===== src/design/host_port_consts.vh =====
`ifndef HOST_PORT_CONSTS_VH
`define HOST_PORT_CONSTS_VH

// ==========================================================================
// Strap encodings
`define WIDTH_SEL_16BIT 1'h0
`define WIDTH_SEL_8BIT 1'h1
`define STYLE_SEL_STROBES 1'h0
`define STYLE_SEL_RW_DS 1'h1

// ==========================================================================
// Data path, address and interrupt source widths
`define HOST_DATA_W 16
`define HOST_ADDR_W 8
`define IRQ_SRC_W 8

// ==========================================================================
// Byte enables
`define BE_WORD 2'h3
`define BE_LOW 2'h1
`define BE_HIGH 2'h2

// ==========================================================================
// Reset values and data drive patterns
`define DATA_OUT_RST 16'h0000
`define DRIVE_OFF_N 16'hFFFF
`define DRIVE_LOW_BYTE_N 16'hFF00
`define DRIVE_WORD_N 16'h0000
`define ADDR_RST 8'h00

// ==========================================================================
// Strap capture: cycles after reset release before straps are taken.
`define STRAP_WAIT_CYC 2'h3

`endif


===== src/design/sync_2ff.v =====
`timescale 1ns/1ps

// ==========================================================================
// Two-stage synchroniser for a bundle of asynchronous pin levels.
module sync_2ff #(
    parameter WIDTH = 1
) (
    input wire core_clk, // Core clock.
    input wire rst_n, // Asynchronous reset, active low.
    input wire [WIDTH-1:0] async_in, // Pin levels from outside.
    output reg [WIDTH-1:0] sync_out // Levels safe to use in core_clk.
);

reg [WIDTH-1:0] meta_r;

always @(posedge core_clk or negedge rst_n) begin
    if (!rst_n) begin
        meta_r <= {WIDTH{1'b0}};
        sync_out <= {WIDTH{1'b0}};
    end else begin
        meta_r <= async_in;
        sync_out <= meta_r;
    end
end

endmodule // sync_2ff


===== src/design/addr_latch.v =====
`timescale 1ns/1ps
`include "host_port_consts.vh"

// ==========================================================================
// Address latch: transparent while the enable is high, holds from its
// falling edge until it rises again. Inputs are already synchronised.
module addr_latch (
    input wire core_clk, // Core clock.
    input wire rst_n, // Asynchronous reset, active low.
    input wire latch_en, // Synchronised address latch enable.
    input wire [`HOST_ADDR_W-1:0] addr_in, // Synchronised address lines.
    output wire [`HOST_ADDR_W-1:0] addr_out // Address seen by the decode.
);

reg [`HOST_ADDR_W-1:0] held_r;

// The held copy follows the lines while open, so on the falling edge it
// keeps the value from the last cycle the enable was still high.
always @(posedge core_clk or negedge rst_n) begin
    if (!rst_n) begin
        held_r <= `ADDR_RST;
    end else if (latch_en) begin
        held_r <= addr_in;
    end
end

// Open latch passes the lines straight through to the decode.
assign addr_out = latch_en ? addr_in : held_r;

endmodule // addr_latch


===== src/design/host_cpu_bus_port.v =====
`timescale 1ns/1ps
`include "host_port_consts.vh"

module host_cpu_bus_port (
    input wire core_clk, // Core clock, 125 MHz.
    input wire rst_n, // Asynchronous reset, active low.
    input wire bus_width_select, // Strap: 0 = 16-bit, 1 = 8-bit.
    input wire bus_style_select, // Strap: 0 = strobes, 1 = select+strobe.
    input wire chip_select_n, // Host chip select, active low.
    input wire write_strobe_n, // Write strobe, or read_write_select.
    input wire read_strobe_n, // Read strobe, or data_strobe (low active).
    input wire address_latch_enable, // Address latch enable.
    input wire [`HOST_ADDR_W-1:0] host_address_lines, // Register address.
    input wire [`HOST_DATA_W-1:0] host_data_in, // Data lines, input side.
    output reg [`HOST_DATA_W-1:0] host_data_out, // Data lines, output side.
    output reg [`HOST_DATA_W-1:0] host_data_drive_n, // Per-line enable, low drives.
    output reg host_interrupt_out, // Interrupt pin level when driven.
    output reg host_interrupt_drive_n, // Interrupt enable, low pulls pin low.
    output reg [`HOST_ADDR_W-1:0] reg_addr, // Byte address to register file.
    output reg [1:0] reg_byte_en, // Byte lanes of the access.
    output reg [`HOST_DATA_W-1:0] reg_wdata, // Write data to register file.
    output reg reg_wr, // One-cycle write pulse.
    output reg reg_rd, // One-cycle read pulse.
    input wire [`HOST_DATA_W-1:0] reg_rdata, // Read data, valid after reg_rd.
    input wire [`IRQ_SRC_W-1:0] irq_source, // Active interrupt sources.
    input wire [`IRQ_SRC_W-1:0] irq_mask_en, // Source enables, 1 = unmasked.
    output reg mode_8bit, // Captured width strap.
    output reg mode_rw_ds // Captured style strap.
);

// ==========================================================================
// Read sequence states
localparam ST_IDLE = 3'b001;
localparam ST_FETCH = 3'b010;
localparam ST_DRIVE = 3'b100;

// ==========================================================================
// Helpers

// Word accesses clear the lsb; byte accesses keep it.
function [`HOST_ADDR_W-1:0] eff_addr;
    input [`HOST_ADDR_W-1:0] a;
    input narrow;
    begin
        eff_addr = narrow ? a : {a[`HOST_ADDR_W-1:1], 1'b0};
    end
endfunction

function [1:0] lane_sel;
    input [`HOST_ADDR_W-1:0] a;
    input narrow;
    begin
        if (!narrow) begin
            lane_sel = `BE_WORD;
        end else if (a[0]) begin
            lane_sel = `BE_HIGH;
        end else begin
            lane_sel = `BE_LOW;
        end
    end
endfunction

// ==========================================================================
// Pin synchronisation
wire [1:0] strap_s;
wire [3:0] ctl_s;
wire [`HOST_ADDR_W-1:0] addr_s;
wire [`HOST_DATA_W-1:0] data_s;
wire [`HOST_ADDR_W-1:0] addr_l;

sync_2ff #(
    .WIDTH(2)
) u_sync_strap (
    .core_clk(core_clk),
    .rst_n(rst_n),
    .async_in({bus_style_select, bus_width_select}),
    .sync_out(strap_s)
);

// Strobes are kept in the inactive level at reset so no false edge is
// seen when the first real samples arrive; low-active pins are inverted.
sync_2ff #(
    .WIDTH(4)
) u_sync_ctl (
    .core_clk(core_clk),
    .rst_n(rst_n),
    .async_in({address_latch_enable, ~chip_select_n, ~write_strobe_n,
        ~read_strobe_n}),
    .sync_out(ctl_s)
);

sync_2ff #(
    .WIDTH(`HOST_ADDR_W)
) u_sync_addr (
    .core_clk(core_clk),
    .rst_n(rst_n),
    .async_in(host_address_lines),
    .sync_out(addr_s)
);

sync_2ff #(
    .WIDTH(`HOST_DATA_W)
) u_sync_data (
    .core_clk(core_clk),
    .rst_n(rst_n),
    .async_in(host_data_in),
    .sync_out(data_s)
);

addr_latch u_addr_latch (
    .core_clk(core_clk),
    .rst_n(rst_n),
    .latch_en(ctl_s[3]),
    .addr_in(addr_s),
    .addr_out(addr_l)
);

wire sel_s = ctl_s[2];
wire wr_pin_s = ctl_s[1];
wire rd_pin_s = ctl_s[0];

// ==========================================================================
// Strap capture
// The straps are taken once, after reset release and after the
// synchronisers are filled, so they never change under a live access.
reg [1:0] strap_cnt_r;
reg ready_r;

always @(posedge core_clk or negedge rst_n) begin
    if (!rst_n) begin
        strap_cnt_r <= 2'h0;
        ready_r <= 1'b0;
        mode_8bit <= `WIDTH_SEL_16BIT;
        mode_rw_ds <= `STYLE_SEL_STROBES;
    end else if (!ready_r) begin
        if (strap_cnt_r == `STRAP_WAIT_CYC) begin
            mode_8bit <= strap_s[0];
            mode_rw_ds <= strap_s[1];
            ready_r <= 1'b1;
        end else begin
            strap_cnt_r <= strap_cnt_r + 2'h1;
        end
    end
end

// ==========================================================================
// Access qualifiers
// In the select-plus-strobe style the write strobe pin carries the
// read/write select (high = read, so the inverted level is low) and the
// read strobe pin carries the data strobe.
reg rd_act;
reg wr_act;

always @* begin
    rd_act = 1'b0;
    wr_act = 1'b0;
    if (ready_r && sel_s) begin
        if (!mode_rw_ds) begin
            rd_act = rd_pin_s;
            wr_act = wr_pin_s;
        end else begin
            rd_act = rd_pin_s & ~wr_pin_s;
            wr_act = rd_pin_s & wr_pin_s;
        end
    end
end

// ==========================================================================
// Write path
// Data and address are tracked while the write is active, and committed
// when it ends: the strobe release in either style. Taking data at the
// end lets the host settle the lines during the strobe.
reg wr_act_r;
reg [`HOST_DATA_W-1:0] wdata_hold_r;
reg [`HOST_ADDR_W-1:0] waddr_hold_r;
wire wr_end = wr_act_r & ~wr_act;

always @(posedge core_clk or negedge rst_n) begin
    if (!rst_n) begin
        wr_act_r <= 1'b0;
        wdata_hold_r <= `DATA_OUT_RST;
        waddr_hold_r <= `ADDR_RST;
    end else begin
        wr_act_r <= wr_act;
        if (wr_act) begin
            waddr_hold_r <= addr_l;
            if (mode_8bit) begin
                wdata_hold_r <= {data_s[7:0], data_s[7:0]};
            end else begin
                wdata_hold_r <= data_s;
            end
        end
    end
end

// ==========================================================================
// Read sequence
reg [2:0] state_r;
reg [2:0] state_nxt;

always @* begin
    state_nxt = state_r;
    case (state_r)
        ST_IDLE: begin
            if (rd_act) begin
                state_nxt = ST_FETCH;
            end
        end
        ST_FETCH: begin
            state_nxt = rd_act ? ST_DRIVE : ST_IDLE;
        end
        ST_DRIVE: begin
            if (!rd_act) begin
                state_nxt = ST_IDLE;
            end
        end
        default: begin
            state_nxt = ST_IDLE;
        end
    endcase
end

// ==========================================================================
// Register side and pin outputs
reg [`HOST_ADDR_W-1:0] raddr_r;

always @(posedge core_clk or negedge rst_n) begin
    if (!rst_n) begin
        state_r <= ST_IDLE;
        raddr_r <= `ADDR_RST;
        reg_addr <= `ADDR_RST;
        reg_byte_en <= `BE_WORD;
        reg_wdata <= `DATA_OUT_RST;
        reg_wr <= 1'b0;
        reg_rd <= 1'b0;
        host_data_out <= `DATA_OUT_RST;
        host_data_drive_n <= `DRIVE_OFF_N;
    end else begin
        state_r <= state_nxt;
        reg_wr <= 1'b0;
        reg_rd <= 1'b0;
        if (wr_end) begin
            reg_wr <= 1'b1;
            reg_addr <= eff_addr(waddr_hold_r, mode_8bit);
            reg_byte_en <= lane_sel(waddr_hold_r, mode_8bit);
            reg_wdata <= wdata_hold_r;
        end else if (state_r == ST_IDLE && rd_act) begin
            reg_rd <= 1'b1;
            raddr_r <= addr_l;
            reg_addr <= eff_addr(addr_l, mode_8bit);
            reg_byte_en <= lane_sel(addr_l, mode_8bit);
        end
        // Drive only in the fetch-to-drive step and while the read holds;
        // any drop of select or strobe releases the lines next edge.
        if (state_r == ST_FETCH && rd_act) begin
            if (mode_8bit) begin
                host_data_out <= {8'h00, raddr_r[0] ? reg_rdata[15:8]
                    : reg_rdata[7:0]};
                host_data_drive_n <= `DRIVE_LOW_BYTE_N;
            end else begin
                host_data_out <= reg_rdata;
                host_data_drive_n <= `DRIVE_WORD_N;
            end
        end else if (!rd_act || state_r == ST_IDLE) begin
            host_data_drive_n <= `DRIVE_OFF_N;
        end
    end
end

// ==========================================================================
// Interrupt pin
// Open drain: the level is always low and only the enable moves, so the
// pin is pulled low while any unmasked source stays active.
always @(posedge core_clk or negedge rst_n) begin
    if (!rst_n) begin
        host_interrupt_out <= 1'b0;
        host_interrupt_drive_n <= 1'b1;
    end else begin
        host_interrupt_out <= 1'b0;
        host_interrupt_drive_n <= ~|(irq_source & irq_mask_en);
    end
end

endmodule // host_cpu_bus_port


===== config.mk =====
export PLATFORM = sky130hd
export DESIGN_NAME = host_cpu_bus_port
export DESIGN_NICKNAME = d
export VERILOG_FILES = /design/src/design/sync_2ff.v /design/src/design/addr_latch.v /design/src/design/host_cpu_bus_port.v
export VERILOG_INCLUDE_DIRS = /design/src /design/src/design
export SDC_FILE = /design/constraint.sdc
export NUM_CORES = 1
export LEC_CHECK = 0
export ABC_AREA = 1
export BUFFER_PORTS_ARGS = -buffer_cell sky130_fd_sc_hd__buf_2
export CORE_MARGIN = 4
export CORE_UTILIZATION = 30
export DETAILED_ROUTE_END_ITERATION = 10
export SLEW_MARGIN = 30
export SYNTH_ARGS = -nofsm -noshare
export SYNTH_HDL_FRONTEND = slang
export SYNTH_SLANG_ARGS = --single-unit

===== constraint.sdc =====
create_clock -name core_clk -period 1.29 [get_ports core_clk]
set_input_delay 0.3225 -clock core_clk [delete_from_list [all_inputs] [get_ports core_clk]]
set_output_delay 0.3225 -clock core_clk [all_outputs]
set_load 0.01 [all_outputs]

# Word-level counts from Yosys, hierarchy flattened
# Cells that the tools add are included.
[word_totals]
ff_bits = 163
in_bits = 64
output_inout_bits = 64
wordCells = 88
[op_classes]
addsub = 1
eq_ne = 6
muxes = 30
bitwise_logic = 12
n_reduce_logical = 13
[op_table]
columns = ["op", "count"]
rows = [
  ["2-to-1 mux 16 bit", 5],
  ["2-to-1 mux 8 bit", 4],
  ["2-to-1 mux 2 bit", 6],
  ["2-to-1 mux 1 bit", 11],
  ["2-to-1 mux 3 bit", 3],
  ["one-hot mux 3 bit (3 select lines)", 1],
  ["bitwise AND 8 bit", 1],
  ["inverter 1 bit", 8],
  ["AND reduction 2 bit", 4],
  ["OR reduction 8 bit", 1],
  ["!= test 2 bit (second input constant)", 2],
  ["nonzero test 2 bit", 2],
  ["bitwise AND 1 bit", 3],
  ["equality test 3 x 1 -> 1 bit (second input constant)", 1],
  ["equality test 3 x 2 -> 1 bit (second input constant)", 1],
  ["equality test 3 bit (second input constant)", 1],
  ["logical AND 1 bit", 3],
  ["adder 2 x 1 -> 2 bit (second input constant)", 1],
  ["equality test 2 bit (second input constant)", 1],
  ["logical NOT 1 bit", 2],
  ["logical OR 1 bit", 1],
]

# Longest topological paths before layout
[logic_depth]
ltp_word = 8
mapped_depth = 10
mapped_depth_nobuf = 9

# Hierarchy
# From an unflattened synthesis, not the netlist that was laid out.
[hier_totals]
cells_unflattened = 507
hier_area_um2 = 5455.2
[modules_own_cells]
columns = ["module", "n_inst", "cells_per_inst", "area_per_inst_um2"]
rows = [
  ["host_cpu_bus_port", 1, 413, 3648.5],
  ["sync_2ff at u_sync_data", 1, 32, 800.8],
  ["sync_2ff at u_sync_addr", 1, 16, 400.4],
  ["addr_latch", 1, 34, 305.3],
  ["sync_2ff at u_sync_ctl", 1, 8, 200.2],
  ["sync_2ff at u_sync_strap", 1, 4, 100.1],
]

# Least setup slack after synthesis
# OpenSTA, ideal clock, no wires.
[synth_timing]
path_kind = "reg-to-reg"
from = "register mode_rw_ds"
to = "register reg_addr[0]"
setup_time_ps = 117
arrival_ps = 1167
t_required_ps = 1173
setup_slack_ps = 5
stages_incl_launch_ff = 9
period_less_slack_ps = 1285
cell_sequence = "dfrtp_1 nand2_1 nand2_1 nor2_1 nand2_2 nand2_1 inv_1 nand2_1 nand2_1"
[synth_between]
elab_chain_cells = 5
elab_cells_between_ends = 9
cone_classes = "5 x mux; 2 x bitwise; 2 x reduce/logical"
[synth_rtl]
columns = ["item", "line_no", "rtl"]
rows = [
  ["start: declaration", "host_cpu_bus_port.v:28", "output reg mode_rw_ds"],
  ["start signal: assignment", "host_cpu_bus_port.v:134", "mode_rw_ds <= `STYLE_SEL_STROBES;"],
  ["start signal: assignment", "host_cpu_bus_port.v:138", "mode_rw_ds <= strap_s[1];"],
  ["2-to-1 mux 1 bit", "host_cpu_bus_port.v:158", "if (!mode_rw_ds) begin"],
  ["2-to-1 mux 1 bit", "host_cpu_bus_port.v:157", "if (ready_r && sel_s) begin"],
  ["inverter 1 bit", "host_cpu_bus_port.v:176", "wire wr_end = wr_act_r & ~wr_act;"],
  ["bitwise AND 1 bit", "host_cpu_bus_port.v:176", ""],
  ["2-to-1 mux 8 bit / nonzero test 2 bit (equally long branches)", "--", ""],
  ["end signal: assignment", "host_cpu_bus_port.v:231", "reg_addr <= `ADDR_RST;"],
  ["end signal: assignment", "host_cpu_bus_port.v:244", "reg_addr <= eff_addr(waddr_hold_r, mode_8bit);"],
  ["end signal: assignment", "host_cpu_bus_port.v:250", "reg_addr <= eff_addr(addr_l, mode_8bit);"],
  ["end: declaration", "host_cpu_bus_port.v:19", "output reg [`HOST_ADDR_W-1:0] reg_addr,"],
]
# Several ways; a longest one is shown, not always the timed one.
# A chain may end at the register's enable or synchronous reset.

==> flow_summary.ini <==
[die]
die_height_um = 141
floorplan.die_area_um2 = 20000
top_level_ports = 128
core_area_um2 = 17400
num_rows = 48
initial_core_util = 0.307
fp.dieW_um = 141

[critical_path]
worstPathMaxFanout = 4
startpoint_type = flop
path_buf_inv = 2
cpPeakStageDelay_ns = 0.56
worst_ep_required_time_ns = 0.97
cp_top_family = flip-flops
critical_path_cell_count = 2
kind_of_critical_path = reg -> out
timing.critical_path.cells = buf_6 -> buf_6
cp-end-kind = output port
critical-path-slowest-cell = sky130_fd_sc_hd__dfstp_2
worst_path_most_repeated_cell = sky130_fd_sc_hd__buf_6
data_arrival_time_of_the_critical_path_ns = 1.19
reg2regPathDepth = 8

[yosys]
post-synth-top-count-cell = sky130_fd_sc_hd__nand2_1
synth-seq-area-share = 0.700
netlist_area_um2 = 5340
synth-edff-count = 0
yosys-top-cells-count = sky130_fd_sc_hd__nand2_1 (158), sky130_fd_sc_hd__dfrtp_1 (143), sky130_fd_sc_hd__inv_1 (41)
syn-num-nets = 563
synth_ff_type = sky130_fd_sc_hd__dfrtp_1
synth-warning-count = 0
synth_top_area_frac = 0.671
synth_cell_type_count = 28
async_flop_share = 1.00
synth.avg_cell_area_um2 = 10.7
number_of_instances_in_the_synthesized_netlist = 498
yosys_register_bits = 149
area_leader_netlist = sky130_fd_sc_hd__dfrtp_1
leading_post_synthesis_cells_by_cell_area = sky130_fd_sc_hd__dfrtp_1 (67%), sky130_fd_sc_hd__nand2_1 (11%), sky130_fd_sc_hd__o21ai_0 (3.2%), sky130_fd_sc_hd__dfstp_2 (3.0%), sky130_fd_sc_hd__inv_1 (2.9%)

[global_routing]
grt_pass1_vias = 3861
initial_antenna_violation_count = 0
gr-usage-all-layers = 0.125
grt_max_degree = 33
grt_overflow = 0
wire_length_of_the_first_global_routing_pass_um = 19500

[clocking]
clkSinkCount = 149
cts_tree = yes
cts_root_buf = sky130_fd_sc_hd__clkbuf_16
cts_buffer_depth = 2
h-tree-depth = 4
clk-insertion-delay-late_ns = 0.42
tritoncts.num_buffers = 17
cts.reportedPaths.clkPinSlew_ns = 0.06

[final_layout]
fillerInstances = 1556
diode_count = 0
syn2layout_area_growth_pct = 52.1
layout.nets = 769
utilization = 0.468
register_area_um2 = 3740
final_layout_size_suffix_gt1_frac = 0.406
postLayoutCellArea_um2 = 8120
multiInputGateArea_um2 = 1530

[drt]
via_count = 3972
dr.pass1.iters = 4
routed_wl_um = 12800
drt_drc_violations_left = 0
routedWlPerCell_um = 13.6
drt.antenna.violating_nets = 0
vias_per_cell = 4.22
first_iter_violations = 159

[timing]
hold_viol = 0
timing.clock.skew_ns = 0.00633
totalNegativeSetupSlack_ns = -5.02
timing.final.crit_share = 1.18
setup_violations = 47
slew_violations = 0
fmax_mhz = 659
setup_slack_ns = -0.227
rsz_0062_raised_after_global_routing = yes
fin_crit_ns = 1.52

[power]
p_leak_nw = 4.06
power.share.combinational = 0.148
power.sequential.fraction = 0.430
p_int_mw = 9.75
power_frac_clock = 0.422
net-switching-power_mw = 3.06
worst_ir_drop_vdd_mv = 0.898
switching_part_of_the_total_power = 0.239
powerDensity_nw_per_um2 = 1580

[placed_design]
gp_congestion = 0.759
dpl_worst_slack_ns = -0.0257
numPortBuffers = 126
dp.final_hpwl_um = 8050
placedInstanceArea_um2 = 6320

[status]
run_status = finished, violations left
violations = setup timing

[job]
maxCapViolCount = 0

[worst_hold_path]
hold_class = in -> reg
worst_hold_path.num_cells = 1
[state kept, by name, indices dropped and copies added (netlist names), 4 cells and up]
signal,flops
waddr_hold_r,8
u_sync_ctl.meta_r,4
u_sync_ctl.sync_out,4
reg_addr,8
u_sync_data.meta_r,16
u_sync_addr.sync_out,8
host_data_out,16
u_sync_data.sync_out,16
u_addr_latch.held_r,8
reg_wdata,16
wdata_hold_r,16
u_sync_addr.meta_r,8
[power groups by stage]
stage	Clock, mW	Sequential, mW	Combinational [mW]
2_1_floorplan	0	5.63	0.544
3_3_place_gp	0	5.55	1.36
3_5_place_dp	0	5.56	1.38
4_1_cts	5.53	5.48	1.62
5_1_grt	5.74	5.57	2.11
6_report	5.41	5.51	1.90
[metrics by stage]
stage / total power, mW / instances / hold WS (ns)
4_1_cts: 12.6 / 920 / 0.00662
3_5_place_dp: 6.94 / 845 / 0.246
3_3_place_gp: 6.91 / 845 / 0.261
2_1_floorplan: 6.17 / 498 / 0.0269
5_1_grt: 13.4 / 941 / 0.00872
6_report: 12.8 / 941 / 0.0229
[kinds of logic (layout without fill, tap and decap cells)]
family | after synthesis | in the layout | synth area share
simple gates | 212 | 213 | 0.164
flops | 149 | 149 | 0.700
buf+inv | 73 | 290 | 0.0666
compound gates | 60 | 60 | 0.0621
fa+ha+maj | 1 | 1 | 0.00234
other cells | 1 | 1 | 0.000703
xor+xnor | 1 | 1 | 0.00164
mux | 1 | 1 | 0.00211
[layout by cell type (no fill, tap or decap), types with 3 or more instances in the layout]
master                            n
sky130_fd_sc_hd__bufinv_16        5
sky130_fd_sc_hd__dfstp_2          6
sky130_fd_sc_hd__dlygate4sd3_1   27
sky130_fd_sc_hd__buf_12           7
sky130_fd_sc_hd__clkbuf_1         3
sky130_fd_sc_hd__nor2_1           5
sky130_fd_sc_hd__buf_6           33
sky130_fd_sc_hd__clkbuf_16       22
sky130_fd_sc_hd__o21ai_1         18
sky130_fd_sc_hd__dfrtp_1        141
sky130_fd_sc_hd__nor2_2           4
sky130_fd_sc_hd__nor2_4           8
sky130_fd_sc_hd__a31oi_1          7
sky130_fd_sc_hd__inv_1           39
sky130_fd_sc_hd__nand3_2         13
sky130_fd_sc_hd__buf_2          102
sky130_fd_sc_hd__nand3_1         12
sky130_fd_sc_hd__o21ai_0         21
sky130_fd_sc_hd__o211ai_1         8
sky130_fd_sc_hd__o21ai_2          4
sky130_fd_sc_hd__nand2_2         19
sky130_fd_sc_hd__nand2_1        136
sky130_fd_sc_hd__buf_4           41
sky130_fd_sc_hd__clkbuf_8         3
sky130_fd_sc_hd__nand2_4          7
[per-layer routing]
layer / up-vias / routed length, µm / track usage
met4: 0 / 171 / 0.0449
li1: 1980 / - / -
met2: 120 / 6040 / 0.196
met1: 1856 / 5700 / 0.160
met3: 16 / 901 / 0.0435
met5: - / 0 / 0
[timing repair]
action / 4_1_cts / 5_1_grt
setup buffers: 17 / 13
resized for setup: 32 / 102
pin swaps: 3 / 20
cloned: 0 / 8
endpoints found under the setup margin: 78 / 108
hold buffers: 27 / 0
endpoints found under the hold margin: 51 / 0
[path summary, 6_finish.rpt]
path	slack [ns]	endpoint	startpoint
worst max-delay path	-0.23	host_data_drive_n[1]	host_data_drive_n[7]
worst min-delay path	0.02	u_sync_data.meta_r[14]	host_data_in[14]
worst max register to register	-0.10	reg_addr[7]	ready_r
worst min register to register	0.35	u_sync_data.sync_out[15]	u_sync_data.meta_r[15]
max in group asynchronous	0.36	state_r[0]	rst_n
min in group asynchronous	0.38	host_data_out[6]	rst_n
[area by class of cell]
cell class | instances | area share
multi-input cells | 277 | 0.189
inverters | 43 | 0.0214
clock buffers | 23 | 0.0589
repair buffers | 216 | 0.214
well taps | 225 | 0.0347
clock inverters | 8 | 0.0211
flip-flops and latches | 149 | 0.461
No activity file was read; power rests on OpenSTA's default activity.
